--- src/ipp_defines.svh ---
// Constants for the interrupt presentation and priority block
`ifndef IPP_DEFINES_SVH
`define IPP_DEFINES_SVH
// ********************
// Offsets
// ********************
`define IPP_OFF_POLL 4'h0
`define IPP_OFF_ACCEPT 4'h4
`define IPP_OFF_IPI 4'hC
// ********************
// Fields and values
// ********************
`define IPP_PRIO_MSB 31
`define IPP_PRIO_LSB 24
`define IPP_SRC_MSB 23
`define IPP_IMPL_LSB 13
`define IPP_UNIT_LSB 4
`define IPP_PRIO_LEAST 8'hFF
`define IPP_SRC_NONE 24'h000000
`define IPP_SRC_EARLY_POWER_OFF_WARNING 24'h000001
`define IPP_SRC_OWN_IPI 24'h000002
`define IPP_PRIO_RESET 8'hFF
`define IPP_EARLY_POWER_OFF_WARNING_PRIO 8'h00
`define IPP_NUM_SRC 4
`endif

--- src/ipp_pkg.sv ---
// Types shared by the interrupt presentation block
package ipp_pkg;
  typedef logic [7:0] ipp_prio_t;
  typedef logic [23:0] ipp_src_t;
  typedef enum logic [1:0] {IPP_K_EARLY_POWER_OFF_WARNING, IPP_K_IPI, IPP_K_GLOBAL, IPP_K_BUC} ipp_kind_e;
endpackage : ipp_pkg

--- src/ipp_prio_pick.sv ---
// Picks the most favoured of several candidate requests
`timescale 1ns/1ps
`default_nettype none
module ipp_prio_pick
  import ipp_pkg::*;
#(
  parameter int N = 4
) (
  // Candidates
  input wire logic [N-1:0] cand_valid,
  input wire logic [N*8-1:0] cand_prio,
  // Winner
  output logic best_valid,
  output logic [1:0] best_idx,
  output ipp_prio_t best_prio
);
  // Lower index wins a tie, so the warning beats equal requests
  always_comb begin
    best_valid = 1'b0;
    best_idx = 2'h0;
    best_prio = 8'hFF;
    for (int i = N - 1; i >= 0; i--) begin
      if (cand_valid[i] && (!best_valid || cand_prio[i*8 +: 8] <= best_prio)) begin
        best_valid = 1'b1;
        best_idx = 2'(i);
        best_prio = cand_prio[i*8 +: 8];
      end
    end
  end
endmodule : ipp_prio_pick
`default_nettype wire

--- src/ipp_present.sv ---
// Per-processor interrupt presentation layer with priority filter
`timescale 1ns/1ps
`default_nettype none
`include "ipp_defines.svh"
module ipp_present
  import ipp_pkg::*;
#(
  parameter logic [7:0] EARLY_POWER_OFF_WARNING_PRIO = `IPP_EARLY_POWER_OFF_WARNING_PRIO
) (
  // Clock and reset
  input wire logic ref_clk,
  input wire logic resetn,
  // Processor load and store port
  input wire logic cpu_req,
  input wire logic cpu_write,
  input wire logic cpu_gsel,
  input wire logic cpu_size4,
  input wire logic [3:0] cpu_addr,
  input wire logic [31:0] cpu_wdata,
  output logic [31:0] cpu_rdata,
  output logic cpu_ack,
  output logic cpu_irq,
  // Bus unit controller request, asynchronous
  input wire logic buc_req,
  input wire logic [7:0] buc_prio,
  input wire logic [10:0] buc_impl,
  input wire logic [8:0] buc_unit,
  input wire logic [3:0] buc_num,
  // Power warning request, asynchronous
  input wire logic early_power_off_warning_req,
  // Notifications to sources
  output logic buc_taken,
  output logic buc_reject,
  output logic eoi_valid,
  output logic [23:0] eoi_source
);
  // ********************
  // Input synchronisers
  // ********************
  // Controller data must hold steady while its request is high
  logic [32:0] buc_s1_reg;
  logic [32:0] buc_s2_reg;
  logic early_power_off_warning_s1_reg;
  logic early_power_off_warning_s2_reg;
  always_ff @(posedge ref_clk or negedge resetn) begin
    if (!resetn) begin
      buc_s1_reg <= 33'h0;
      buc_s2_reg <= 33'h0;
      early_power_off_warning_s1_reg <= 1'b0;
      early_power_off_warning_s2_reg <= 1'b0;
    end else begin
      buc_s1_reg <= {buc_req, buc_prio, buc_impl, buc_unit, buc_num};
      buc_s2_reg <= buc_s1_reg;
      early_power_off_warning_s1_reg <= early_power_off_warning_req;
      early_power_off_warning_s2_reg <= early_power_off_warning_s1_reg;
    end
  end
  // ********************
  // Registers
  // ********************
  ipp_prio_t cpp_reg;
  ipp_prio_t cpp_next;
  ipp_src_t src_reg;
  ipp_prio_t pres_prio_reg;
  logic [1:0] pres_idx_reg;
  ipp_prio_t ipi_prio_reg;
  ipp_prio_t gq_prio_reg;
  ipp_src_t gq_spec_reg;
  ipp_src_t buc_held_reg;
  logic [`IPP_NUM_SRC-1:0] hold_reg;
  // ********************
  // Access decode
  // ********************
  // Requests are taken only while no answer is being given
  logic take;
  logic rd_accept;
  logic st_cpp;
  logic st_eoi;
  logic st_ipi;
  logic st_gq;
  logic presented;
  logic reject;
  logic present;
  assign take = cpu_req && !cpu_ack;
  assign rd_accept = take && !cpu_write && !cpu_gsel && cpu_size4 && cpu_addr == `IPP_OFF_ACCEPT;
  assign st_cpp = take && cpu_write && !cpu_gsel && cpu_addr == `IPP_OFF_ACCEPT;
  assign st_eoi = st_cpp && cpu_size4;
  assign st_ipi = take && cpu_write && !cpu_gsel && cpu_addr == `IPP_OFF_IPI;
  assign st_gq = take && cpu_write && cpu_gsel && cpu_addr == `IPP_OFF_POLL;
  assign presented = src_reg != `IPP_SRC_NONE;
  assign cpp_next = cpu_wdata[`IPP_PRIO_MSB:`IPP_PRIO_LSB];
  // A store that makes the priority equal or better than the shown one removes it
  assign reject = st_cpp && presented && pres_prio_reg >= cpp_next;
  // ********************
  // Candidate sources
  // ********************
  logic [`IPP_NUM_SRC-1:0] cand_valid;
  logic [`IPP_NUM_SRC*8-1:0] cand_prio;
  ipp_src_t cand_src [`IPP_NUM_SRC];
  logic [`IPP_NUM_SRC-1:0] eoi_hit;
  logic best_valid;
  logic [1:0] best_idx;
  ipp_prio_t best_prio;
  always_comb begin
    cand_src[IPP_K_EARLY_POWER_OFF_WARNING] = `IPP_SRC_EARLY_POWER_OFF_WARNING;
    cand_src[IPP_K_IPI] = `IPP_SRC_OWN_IPI;
    cand_src[IPP_K_GLOBAL] = gq_spec_reg;
    cand_src[IPP_K_BUC] = buc_s2_reg[23:0];
    cand_prio = {buc_s2_reg[31:24], gq_prio_reg, ipi_prio_reg, EARLY_POWER_OFF_WARNING_PRIO};
    cand_valid[IPP_K_EARLY_POWER_OFF_WARNING] = early_power_off_warning_s2_reg;
    cand_valid[IPP_K_IPI] = ipi_prio_reg != `IPP_PRIO_LEAST;
    // A zero source would read as nothing pending, so it is never shown
    cand_valid[IPP_K_GLOBAL] = gq_prio_reg != `IPP_PRIO_LEAST && gq_spec_reg != `IPP_SRC_NONE;
    cand_valid[IPP_K_BUC] = buc_s2_reg[32] && buc_s2_reg[23:0] != `IPP_SRC_NONE;
  end
  genvar gi;
  generate
    for (gi = 0; gi < `IPP_NUM_SRC; gi++) begin : g_eoi
      if (gi == IPP_K_BUC) begin : g_held
        assign eoi_hit[gi] = cpu_wdata[`IPP_SRC_MSB:0] == buc_held_reg;
      end else begin : g_fixed
        assign eoi_hit[gi] = cpu_wdata[`IPP_SRC_MSB:0] == cand_src[gi];
      end
    end
  endgenerate
  ipp_prio_pick #(
    .N(`IPP_NUM_SRC)
  ) u_pick (
    .cand_valid(cand_valid & ~hold_reg),
    .cand_prio(cand_prio),
    .best_valid(best_valid),
    .best_idx(best_idx),
    .best_prio(best_prio)
  );
  // Nothing new is shown in the cycle an access is taken, which keeps accesses atomic
  assign present = !presented && !take && best_valid && best_prio < cpp_reg;
  // ********************
  // Processor answer
  // ********************
  always_ff @(posedge ref_clk or negedge resetn) begin
    if (!resetn) begin
      cpu_ack <= 1'b0;
      cpu_rdata <= 32'h0;
    end else begin
      cpu_ack <= take;
      if (take && !cpu_write) begin
        if (cpu_gsel) begin
          cpu_rdata <= (cpu_addr == `IPP_OFF_POLL) ? {gq_prio_reg, gq_spec_reg} : 32'h0;
        end else if (cpu_addr == `IPP_OFF_POLL || cpu_addr == `IPP_OFF_ACCEPT) begin
          // Byte reads return priority alone and never touch state
          cpu_rdata <= cpu_size4 ? {cpp_reg, src_reg} : {24'h0, cpp_reg};
        end else if (cpu_addr == `IPP_OFF_IPI) begin
          cpu_rdata <= {24'h0, ipi_prio_reg};
        end else begin
          cpu_rdata <= 32'h0;
        end
      end
    end
  end
  // ********************
  // Current priority
  // ********************
  // Firmware must write it before enabling; reset gives least favoured
  always_ff @(posedge ref_clk or negedge resetn) begin
    if (!resetn) begin
      cpp_reg <= `IPP_PRIO_RESET;
    end else if (st_cpp) begin
      cpp_reg <= cpp_next;
    end else if (rd_accept && presented) begin
      cpp_reg <= pres_prio_reg;
    end
  end
  // ********************
  // Source field and request line
  // ********************
  always_ff @(posedge ref_clk or negedge resetn) begin
    if (!resetn) begin
      src_reg <= `IPP_SRC_NONE;
      pres_prio_reg <= `IPP_PRIO_LEAST;
      pres_idx_reg <= 2'h0;
      cpu_irq <= 1'b0;
    end else if (reject || rd_accept) begin
      // Cleared together with the priority store or after the read data
      src_reg <= `IPP_SRC_NONE;
      cpu_irq <= 1'b0;
    end else if (present) begin
      src_reg <= cand_src[best_idx];
      pres_prio_reg <= best_prio;
      pres_idx_reg <= best_idx;
      cpu_irq <= 1'b1;
    end
  end
  // ********************
  // Source holds
  // ********************
  // A shown source waits for rejection or end of interrupt before it may return
  always_ff @(posedge ref_clk or negedge resetn) begin
    if (!resetn) begin
      hold_reg <= '0;
      buc_held_reg <= `IPP_SRC_NONE;
    end else begin
      for (int i = 0; i < `IPP_NUM_SRC; i++) begin
        if (present && best_idx == 2'(i)) begin
          hold_reg[i] <= 1'b1;
        end else if ((reject && pres_idx_reg == 2'(i)) || (st_eoi && eoi_hit[i])) begin
          hold_reg[i] <= 1'b0;
        end
      end
      if (present && best_idx == IPP_K_BUC) begin
        buc_held_reg <= cand_src[IPP_K_BUC];
      end
    end
  end
  // ********************
  // Inter-processor and global queue words
  // ********************
  always_ff @(posedge ref_clk or negedge resetn) begin
    if (!resetn) begin
      ipi_prio_reg <= `IPP_PRIO_LEAST;
      gq_prio_reg <= `IPP_PRIO_LEAST;
      gq_spec_reg <= `IPP_SRC_NONE;
    end else begin
      if (st_ipi) begin
        ipi_prio_reg <= cpu_size4 ? cpu_wdata[`IPP_PRIO_MSB:`IPP_PRIO_LSB] : cpu_wdata[7:0];
      end
      if (st_gq) begin
        gq_prio_reg <= cpu_size4 ? cpu_wdata[`IPP_PRIO_MSB:`IPP_PRIO_LSB] : cpu_wdata[7:0];
        if (cpu_size4) begin
          gq_spec_reg <= cpu_wdata[`IPP_SRC_MSB:0];
        end
      end
    end
  end
  // ********************
  // Source notifications
  // ********************
  always_ff @(posedge ref_clk or negedge resetn) begin
    if (!resetn) begin
      eoi_valid <= 1'b0;
      eoi_source <= `IPP_SRC_NONE;
      buc_taken <= 1'b0;
      buc_reject <= 1'b0;
    end else begin
      eoi_valid <= st_eoi;
      if (st_eoi) begin
        eoi_source <= cpu_wdata[`IPP_SRC_MSB:0];
      end
      buc_taken <= rd_accept && presented && pres_idx_reg == IPP_K_BUC;
      buc_reject <= reject && pres_idx_reg == IPP_K_BUC;
    end
  end
  // ********************
  // Checks
  // ********************
  accept_clears_src_a : assert property (@(posedge ref_clk) disable iff (!resetn)
    rd_accept |=> src_reg == `IPP_SRC_NONE && !cpu_irq)
    else $error("source not cleared after accepting read");
  accept_rdata_a : assert property (@(posedge ref_clk) disable iff (!resetn)
    rd_accept |=> cpu_ack && cpu_rdata == {$past(cpp_reg), $past(src_reg)})
    else $error("accepting read returned wrong word");
  poll_no_change_a : assert property (@(posedge ref_clk) disable iff (!resetn)
    (take && !cpu_write && cpu_addr == `IPP_OFF_POLL && !cpu_gsel) |=> $stable(src_reg) && $stable(cpp_reg))
    else $error("polling read changed state");
  byte_read_a : assert property (@(posedge ref_clk) disable iff (!resetn)
    (take && !cpu_write && !cpu_size4 && !cpu_gsel && cpu_addr == `IPP_OFF_ACCEPT) |=>
    cpu_rdata == {24'h0, $past(cpp_reg)} && $stable(src_reg))
    else $error("byte priority read wrong or had side effect");
  accept_loads_cpp_a : assert property (@(posedge ref_clk) disable iff (!resetn)
    (rd_accept && presented) |=> cpp_reg == $past(pres_prio_reg))
    else $error("priority not loaded on accept");
  filter_prio_a : assert property (@(posedge ref_clk) disable iff (!resetn)
    $rose(cpu_irq) |-> pres_prio_reg < cpp_reg && src_reg != `IPP_SRC_NONE)
    else $error("request shown that is not more favoured");
  reject_drop_a : assert property (@(posedge ref_clk) disable iff (!resetn)
    reject |=> !cpu_irq && src_reg == `IPP_SRC_NONE && cpp_reg == $past(cpp_next))
    else $error("rejection did not clear source and line");
  eoi_source_a : assert property (@(posedge ref_clk) disable iff (!resetn)
    st_eoi |=> eoi_valid && eoi_source == $past(cpu_wdata[23:0]))
    else $error("end of interrupt sent to wrong source");
  ipi_empty_a : assert property (@(posedge ref_clk) disable iff (!resetn)
    (present && best_idx == IPP_K_IPI) |-> ipi_prio_reg != `IPP_PRIO_LEAST)
    else $error("empty request register signalled");
  line_matches_a : assert property (@(posedge ref_clk) disable iff (!resetn)
    cpu_irq |-> src_reg != `IPP_SRC_NONE)
    else $error("line high with no source");
  // ********************
  // Access and presentation checks
  // ********************
  ack_one_cycle_a : assert property (@(posedge ref_clk) disable iff (!resetn)
    take |=> cpu_ack ##1 !cpu_ack)
    else $error("acknowledge not a single cycle");
  store_cpp_a : assert property (@(posedge ref_clk) disable iff (!resetn)
    st_cpp |=> cpp_reg == $past(cpp_next))
    else $error("priority store not written");
  byte_store_no_eoi_a : assert property (@(posedge ref_clk) disable iff (!resetn)
    (st_cpp && !cpu_size4) |=> !eoi_valid)
    else $error("byte priority store ended an interrupt");
  present_load_a : assert property (@(posedge ref_clk) disable iff (!resetn)
    present |=> cpu_irq && pres_prio_reg == $past(best_prio) && pres_prio_reg < cpp_reg)
    else $error("shown request has wrong priority");
  line_favoured_a : assert property (@(posedge ref_clk) disable iff (!resetn)
    cpu_irq |-> pres_prio_reg < cpp_reg)
    else $error("line high for a request not more favoured");
  src_early_power_off_warning_a : assert property (@(posedge ref_clk) disable iff (!resetn)
    (present && best_idx == IPP_K_EARLY_POWER_OFF_WARNING) |=> src_reg == `IPP_SRC_EARLY_POWER_OFF_WARNING)
    else $error("power warning source value wrong");
  src_ipi_a : assert property (@(posedge ref_clk) disable iff (!resetn)
    (present && best_idx == IPP_K_IPI) |=> src_reg == `IPP_SRC_OWN_IPI)
    else $error("own request register source value wrong");
  src_global_a : assert property (@(posedge ref_clk) disable iff (!resetn)
    (present && best_idx == IPP_K_GLOBAL) |=> src_reg == $past(gq_spec_reg))
    else $error("global queue source value wrong");
  src_buc_a : assert property (@(posedge ref_clk) disable iff (!resetn)
    (present && best_idx == IPP_K_BUC) |=> src_reg == $past(buc_s2_reg[23:0]))
    else $error("controller source value wrong");
  taken_pulse_a : assert property (@(posedge ref_clk) disable iff (!resetn)
    (rd_accept && presented && pres_idx_reg == IPP_K_BUC) |=> buc_taken)
    else $error("controller not told of acceptance");
  reject_notice_a : assert property (@(posedge ref_clk) disable iff (!resetn)
    (reject && pres_idx_reg == IPP_K_BUC) |=> buc_reject)
    else $error("controller not told of rejection");
  keep_less_a : assert property (@(posedge ref_clk) disable iff (!resetn)
    (st_cpp && presented && cpp_next > pres_prio_reg) |=> cpu_irq && $stable(src_reg))
    else $error("less favoured priority store dropped request");
  poll_store_ignored_a : assert property (@(posedge ref_clk) disable iff (!resetn)
    (take && cpu_write && !cpu_gsel && cpu_addr == `IPP_OFF_POLL) |=> $stable(cpp_reg) && $stable(src_reg))
    else $error("store at poll offset changed state");
  gq_word_a : assert property (@(posedge ref_clk) disable iff (!resetn)
    (st_gq && cpu_size4) |=>
    gq_prio_reg == $past(cpu_wdata[31:24]) && gq_spec_reg == $past(cpu_wdata[23:0]))
    else $error("global queue word not written");
  poll_line_a : assert property (@(posedge ref_clk) disable iff (!resetn)
    (take && !cpu_write && !cpu_gsel && cpu_addr == `IPP_OFF_POLL) |=> $stable(cpu_irq))
    else $error("polling read moved the line");
  eoi_pulse_a : assert property (@(posedge ref_clk) disable iff (!resetn)
    eoi_valid |=> !eoi_valid)
    else $error("end of interrupt longer than one cycle");
  accept_empty_cpp_a : assert property (@(posedge ref_clk) disable iff (!resetn)
    (rd_accept && !presented) |=> $stable(cpp_reg))
    else $error("empty accept changed priority");
endmodule : ipp_present
`default_nettype wire

--- config.mk ---
export PLATFORM = sky130hd
export DESIGN_NAME = ipp_present
export DESIGN_NICKNAME = d
export VERILOG_FILES = /design/src/ipp_pkg.sv /design/src/ipp_prio_pick.sv /design/src/ipp_present.sv
export VERILOG_INCLUDE_DIRS = /design/src /design/src/src
export SDC_FILE = /design/constraint.sdc
export NUM_CORES = 1
export LEC_CHECK = 0
export BUFFER_PORTS_ARGS = -buffer_cell sky130_fd_sc_hd__buf_2
export CORE_MARGIN = 3
export CORE_UTILIZATION = 40
export CTS_CLUSTER_DIAMETER = 40
export CTS_CLUSTER_SIZE = 25
export DETAILED_ROUTE_END_ITERATION = 10
export GPL_ROUTABILITY_DRIVEN = 0
export PLACE_DENSITY = 0.58
export SETUP_SLACK_MARGIN = 0.1
export SLEW_MARGIN = 20
export SYNTH_ARGS = -nofsm -noshare
export SYNTH_HDL_FRONTEND = slang
export SYNTH_HIERARCHICAL = 1
export SYNTH_SLANG_ARGS = --single-unit
export TNS_END_PERCENT = 50
--- constraint.sdc ---
create_clock -name ref_clk -period 7.3 [get_ports ref_clk]
set_input_delay 1.46 -clock ref_clk [delete_from_list [all_inputs] [get_ports ref_clk]]
set_output_delay 1.46 -clock ref_clk [all_outputs]
set_load 0.05 [all_outputs]
* Yosys cells after proc, flatten, opt, wreduce, memory -nomap -nowiden
Cells that the tools add are included.
Cells by class: order comparisons 6, eq/ne operators 14, multiplexer cells 35, bitwise gates (word level) 4, reduce and logical (&&, ||, !) cells 67
Operator list (count):
- $mux W32 | 4
- $mux W24 | 4
- $reduce_bool A24 Y1 | 3
- $mux W8 | 8
- $bmux W24 S2 | 1
- $eq A24 B24 Y1 | 2
- $logic_and A1 B1 Y1 | 36
- $eq A24 B1 Y1 const B | 1
- $eq A24 B2 Y1 const B | 1
- $le A8 B8 Y1 | 2
- $ne A8 B8 Y1 const B | 2
- $mux W1 | 14
- $reduce_bool A2 Y1 | 6
- $logic_or A1 B1 Y1 | 9
- $eq A2 B2 Y1 const B | 4
- $ge A8 B8 Y1 | 1
- $le A1 B8 Y1 const A | 1
- $logic_not A1 Y1 | 8
- $lt A8 B8 Y1 | 1
- $mux W2 | 4
- $and A4 B4 Y4 | 1
- $eq A2 B1 Y1 const B | 2
- $eq A4 B3 Y1 const B | 1
- $eq A4 B4 Y1 const B | 1
- 7 further kinds | 9
Storage, ports and cells: register bits 239, input bits 76, output and inout port bits 61, word-level logic and storage cells 149

* Depth between registers and ports, before layout
depth after elaboration 22, depth in mapped cells 37, mapped depth without buffers 32

* Cells and area by module
The synthesis kept the hierarchy.
Modules (own cells, without submodules):
- ipp_present | instances 1, cells each 828, area an instance 10207.3 um2
- ipp_prio_pick | instances 1, cells each 197, area an instance 1373.8 um2

* Least setup slack after synthesis
Ideal clock, no wire load.
path type reg-to-reg, start point register buc_s2_reg[17], end point register buc_held_reg[10], data arrival time 7093 ps, data required time 7175 ps, slack 82 ps, cell stages (with the launch flop) 37, cells stage by stage dfrtp_1 nor4_1 and4_1 a311oi_1 clkbuf_1 nand2b_1 inv_1 ha_1 a21oi_1 nor2_1 a211oi_4 a211oi_1 or3_1 inv_1 ha_1 nand4_1 or3b_4 a21oi_4 or3b_1 buf_6 mux2_4 ha_1 o21ai_0 a21oi_1 o31ai_1 a22oi_1 buf_4 mux2i_1 o21ai_1 ha_1 a21o_1 a21oi_1 o2111ai_2 a21oi_4 nand3_4 buf_6 mux2_4
Between the ends: word-level cells in the longest chain between the ends 19, elaborated cells on any way between the ends 32
Ends and longest elaborated chain:
- start: declaration | line ipp_present.sv:42 | logic [32:0] buc_s2_reg;
- start signal: assignment | line ipp_present.sv:53 | buc_s2_reg <= buc_s1_reg;
- $reduce_bool A24 Y1 (no source line) (*)
- $logic_and A1 B1 Y1 (no source line) (*)
- $and A4 B4 Y4 (*) | line ipp_present.sv:129 | .cand_valid(cand_valid & ~hold_reg),
- $mux W8 / $mux W1 (equally long branches) | line ipp_prio_pick.sv:23 | if (cand_valid[i] && (!best_valid || cand_prio[i*8 +: 8] <= best_prio)) begin
- $le A8 B8 Y1 / $logic_not A1 Y1 (equally long branches) | line ipp_prio_pick.sv:23
- $logic_or A1 B1 Y1 | line ipp_prio_pick.sv:23
- $logic_and A1 B1 Y1 | line ipp_prio_pick.sv:23
- $mux W8 / $mux W1 (equally long branches) | line ipp_prio_pick.sv:23
- [4 not listed]
- $le A1 B8 Y1 / $logic_not A1 Y1 (equally long branches) | line ipp_prio_pick.sv:23
- $logic_or A1 B1 Y1 | line ipp_prio_pick.sv:23
- $logic_and A1 B1 Y1 | line ipp_prio_pick.sv:23
- $mux W8 (*) | line ipp_prio_pick.sv:23
- named net best_prio[5] | line ipp_present.sv:103 | ipp_prio_t best_prio;
- $lt A8 B8 Y1 (*) | line ipp_present.sv:136 | assign present = !presented && !take && best_valid && best_prio < cpp_reg;
- $logic_and A1 B1 Y1 (*) | line ipp_present.sv:136
- $logic_and A1 B1 Y1 (*) | line ipp_present.sv:209 | if (present && best_idx == IPP_K_BUC) begin
- end signal: assignment | line ipp_present.sv:200 | buc_held_reg <= `IPP_SRC_NONE;
- end signal: assignment | line ipp_present.sv:210 | buc_held_reg <= cand_src[IPP_K_BUC];
- end: declaration | line ipp_present.sv:69 | ipp_src_t buc_held_reg;
The timed path passes the listed nets; every way through them passes the cells marked *. A chain may end at the register's enable or synchronous reset.

* Worst setup path in the final report
start point register buc_s2_reg[2], end point register buc_held_reg[16]
Same word-level chain as after synthesis.

==> impl_metrics.csv <==
group,metric,value,unit
logic_synthesis,synth_top_family_by_area,"multiplexers",
setup_path,required,7.70,ns
clocking,htree_levels,2,
place,dp.cells,1590,
logic_synthesis,ys_seq_area_frac,0.520,
logic_synthesis,synth_common_cells,"dfrtp_1, nor2_1, nand2_1",
clocking,clkTransAtPathRegs,0.05,ns
layout,area_growth_syn_to_layout,33.4,%
logic_synthesis,synthAdderAreaFrac,0.0421,
timing,slew_violations,0,
layout,final_nets,1402,
clocking,clk_path_buf_depth,3,
logic_synthesis,async_flop_share,1.00,
die,start_util,0.411,
worst_hold_path,min_to,"buc_s2_reg[17]",
pwr,ir_drop,0.196,mV
die,dieWidth,176,um
clocking,cts_sinks,239,
timing,final-hold-violation-count,0,
run,drv_cap,0,
setup_path,reg2reg_slack,-0.25,ns
global_routing,grt_usage,0.223,
worst_hold_path,min_path_cells,0,
logic_synthesis,synth_top_area_share,0.447,
timing,min_period_over_period,1.03,
worst_hold_path,hold_class,"flip-flop to flip-flop",
setup_path,start_kind,"flip-flop",
logic_synthesis,yosysMostFrequentCell,"dfrtp_1",
timing,rsz0062_at_grt,"true",
die,fp.coreArea,28200,um2
global_routing,grt_pass1_wl,53300,um
setup_path,slowest_delay,0.52,ns
setup_path,path_max_fanout,8,
pwr,leakage,7.15,nW
timing,fin_tns_setup,-8.07,ns
logic_synthesis,syn_area,11600,um2
place,dp_hpwl,24500,um
timing,setup_ws,-0.246,ns
setup_path,path_class,"flip-flop to flip-flop",
logic_synthesis,yosysUniqueCellTypes,68,
setup_path,r2r_start,"buc_s2_reg[2]",
detailed_routing,via_per_inst,5.43,
die,num_io_pins,137,
clocking,cts_tree,"yes",
run_status,violations,"negative setup slack",
die,std_cell_rows,61,
timing,max_freq,0.133,GHz
detailed_routing,drt_wl_total,35600,um
clocking,cts-root-buf,"clkbuf_16",
logic_synthesis,yosysWarnings,6,
detailed_routing,wl_per_cell,21.0,um
setup_path,cp.arrival,7.94,ns
place,pre_cts_ws,-0.675,ns
worst_hold_path,min_from,"buc_s1_reg[17]",
timing,worst_pin_slew,0.926,ns
logic_synthesis,syn_inst,1025,
setup_path,cpLargestDelayFamily,"simple AND/OR/NAND/NOR gates",
timing,fin_crit,7.55,ns
logic_synthesis,yosys.area_share.xor_xnor,0.0363,
setup_path,critPathBufInv,7,
logic_synthesis,synth_seq_cells,239,
logic_synthesis,synth_compound_area_frac,0.117,
detailed_routing,drtAntennaViolNets,0,
place,portBuffers,136,
pwr,p_per_area,393,nW/um2
layout,drive_gt1_frac,0.394,
logic_synthesis,netlist_top_cells_area,"dfrtp_1, dfstp_2, mux2_2",
die,die_height,176,um
place,placed_area,13300,um2
global_routing,grt_max_degree,166,
global_routing,antenna_found_initial,1,
setup_path,worst_setup_path_end_kind,"flip-flop",
setup_path,worst_path_max_delay_cell,"a311oi_4",
setup_path,r2r_end,"buc_held_reg[16]",
logic_synthesis,synthFlopType,"dfrtp_1",
setup_path,worst-path-stages,35,
logic_synthesis,synth_edf_count,0,
timing,setup_violations,50,
detailed_routing,vias,9211,
timing,fin_worst_skew,0.0153,ns
timing,relSlewSlack,0.383,
logic_synthesis,synth_largest_area_cell,"dfrtp_1",
global_routing,grt.overflow.total,0,
global_routing,grt_pass1_vias,9050,
logic_synthesis,synthSimpleGateAreaFrac,0.120,
layout,design_area,15400,um2
detailed_routing,dr.pass1.iters,5,
logic_synthesis,synth_area_per_cell,11.3,um2
die,die-area,31000,um2
clocking,clk_latency,0.52,ns
setup_path,r2r_cells,35,
logic_synthesis,muxShareOfSynthArea,0.126,
run_status,outcome,"complete, but fails checks",
detailed_routing,drc,0,
layout,fin_cells,1695,
clocking,cts_made_buffers,37,
detailed_routing,drt_iter0_drc,674,
layout,post-route-util,0.549,
==> how the worst max path moves through the flow <==
stage	from	slack (ns)	to
4_1_cts	buc_s2_reg[0]	-0.12	src_reg[7]
3_5_place_dp	buc_s2_reg[19]	-0.67	buc_held_reg[8]
3_3_place_gp	buc_s2_reg[19]	-0.49	buc_held_reg[16]
5_1_grt	buc_s2_reg[0]	-0.47	buc_held_reg[6]
6_report	buc_s2_reg[2]	-0.25	buc_held_reg[16]
2_1_floorplan	buc_s2_reg[17]	0.20	buc_held_reg[10]
==> metal layers <==
metal,part of all wire,track usage
met5,0,0
met2,0.44,0.331
met3,0.077,0.0383
met4,0.021,0.0620
met1,0.46,0.338
==> placed cells by master (no fill, tap or decap), types with 40 or more instances in the layout <==
master       n
nand2_1     68
clkbuf_16   40
buf_4      101
inv_1       44
mux2i_1     43
dfrtp_1    207
buf_2      137
a21oi_1     56
mux2_2      54
nor2_1      70
==> cells by family after synthesis <==
family / count (synthesis)
DFF: 239
buffers and inverters: 99
muxes: 126
xor gates and xnor gates: 48
and+or+nand+nor: 270
adders and majority gates: 39
AOI/OAI and AO/OA: 203
other: 1
==> report_power, final <==
group | internal [mW] | leakage, nW | switching, mW
combinational | 1.21 | 3.58 | 1.25
clock | 1.15 | 0.617 | 0.637
sequential | 1.60 | 2.96 | 0.226
==> cell type report <==
type | instances | area [um2]
fillers | 2411 | 12700
flip-flops and latches | 239 | 6020
multi-input cells | 702 | 5680
repair buffers | 261 | 1820
clock buffers | 48 | 1040
well taps | 378 | 473
clock inverters | 19 | 238
inverters | 46 | 175
diodes | 2 | 5.00
==> metrics by stage <==
step                      hold slack, ns  power [mW]
after CTS                          0.343        5.83
final                              0.341        6.08
after floorplan                    0.331        3.09
after global routing               0.348        6.37
after global placement             0.333        3.79
after detailed placement           0.335        3.82
==> what timing repair did <==
item | CTS | global route
gates cloned | 3 | 5
buffers inserted | 15 | 14
pin swaps | 5 | 40
gates resized for setup | 33 | 58
hold buffers | 0 | 0
endpoints found under the setup margin | 63 | 63
(Power assumes the default switching activity.)
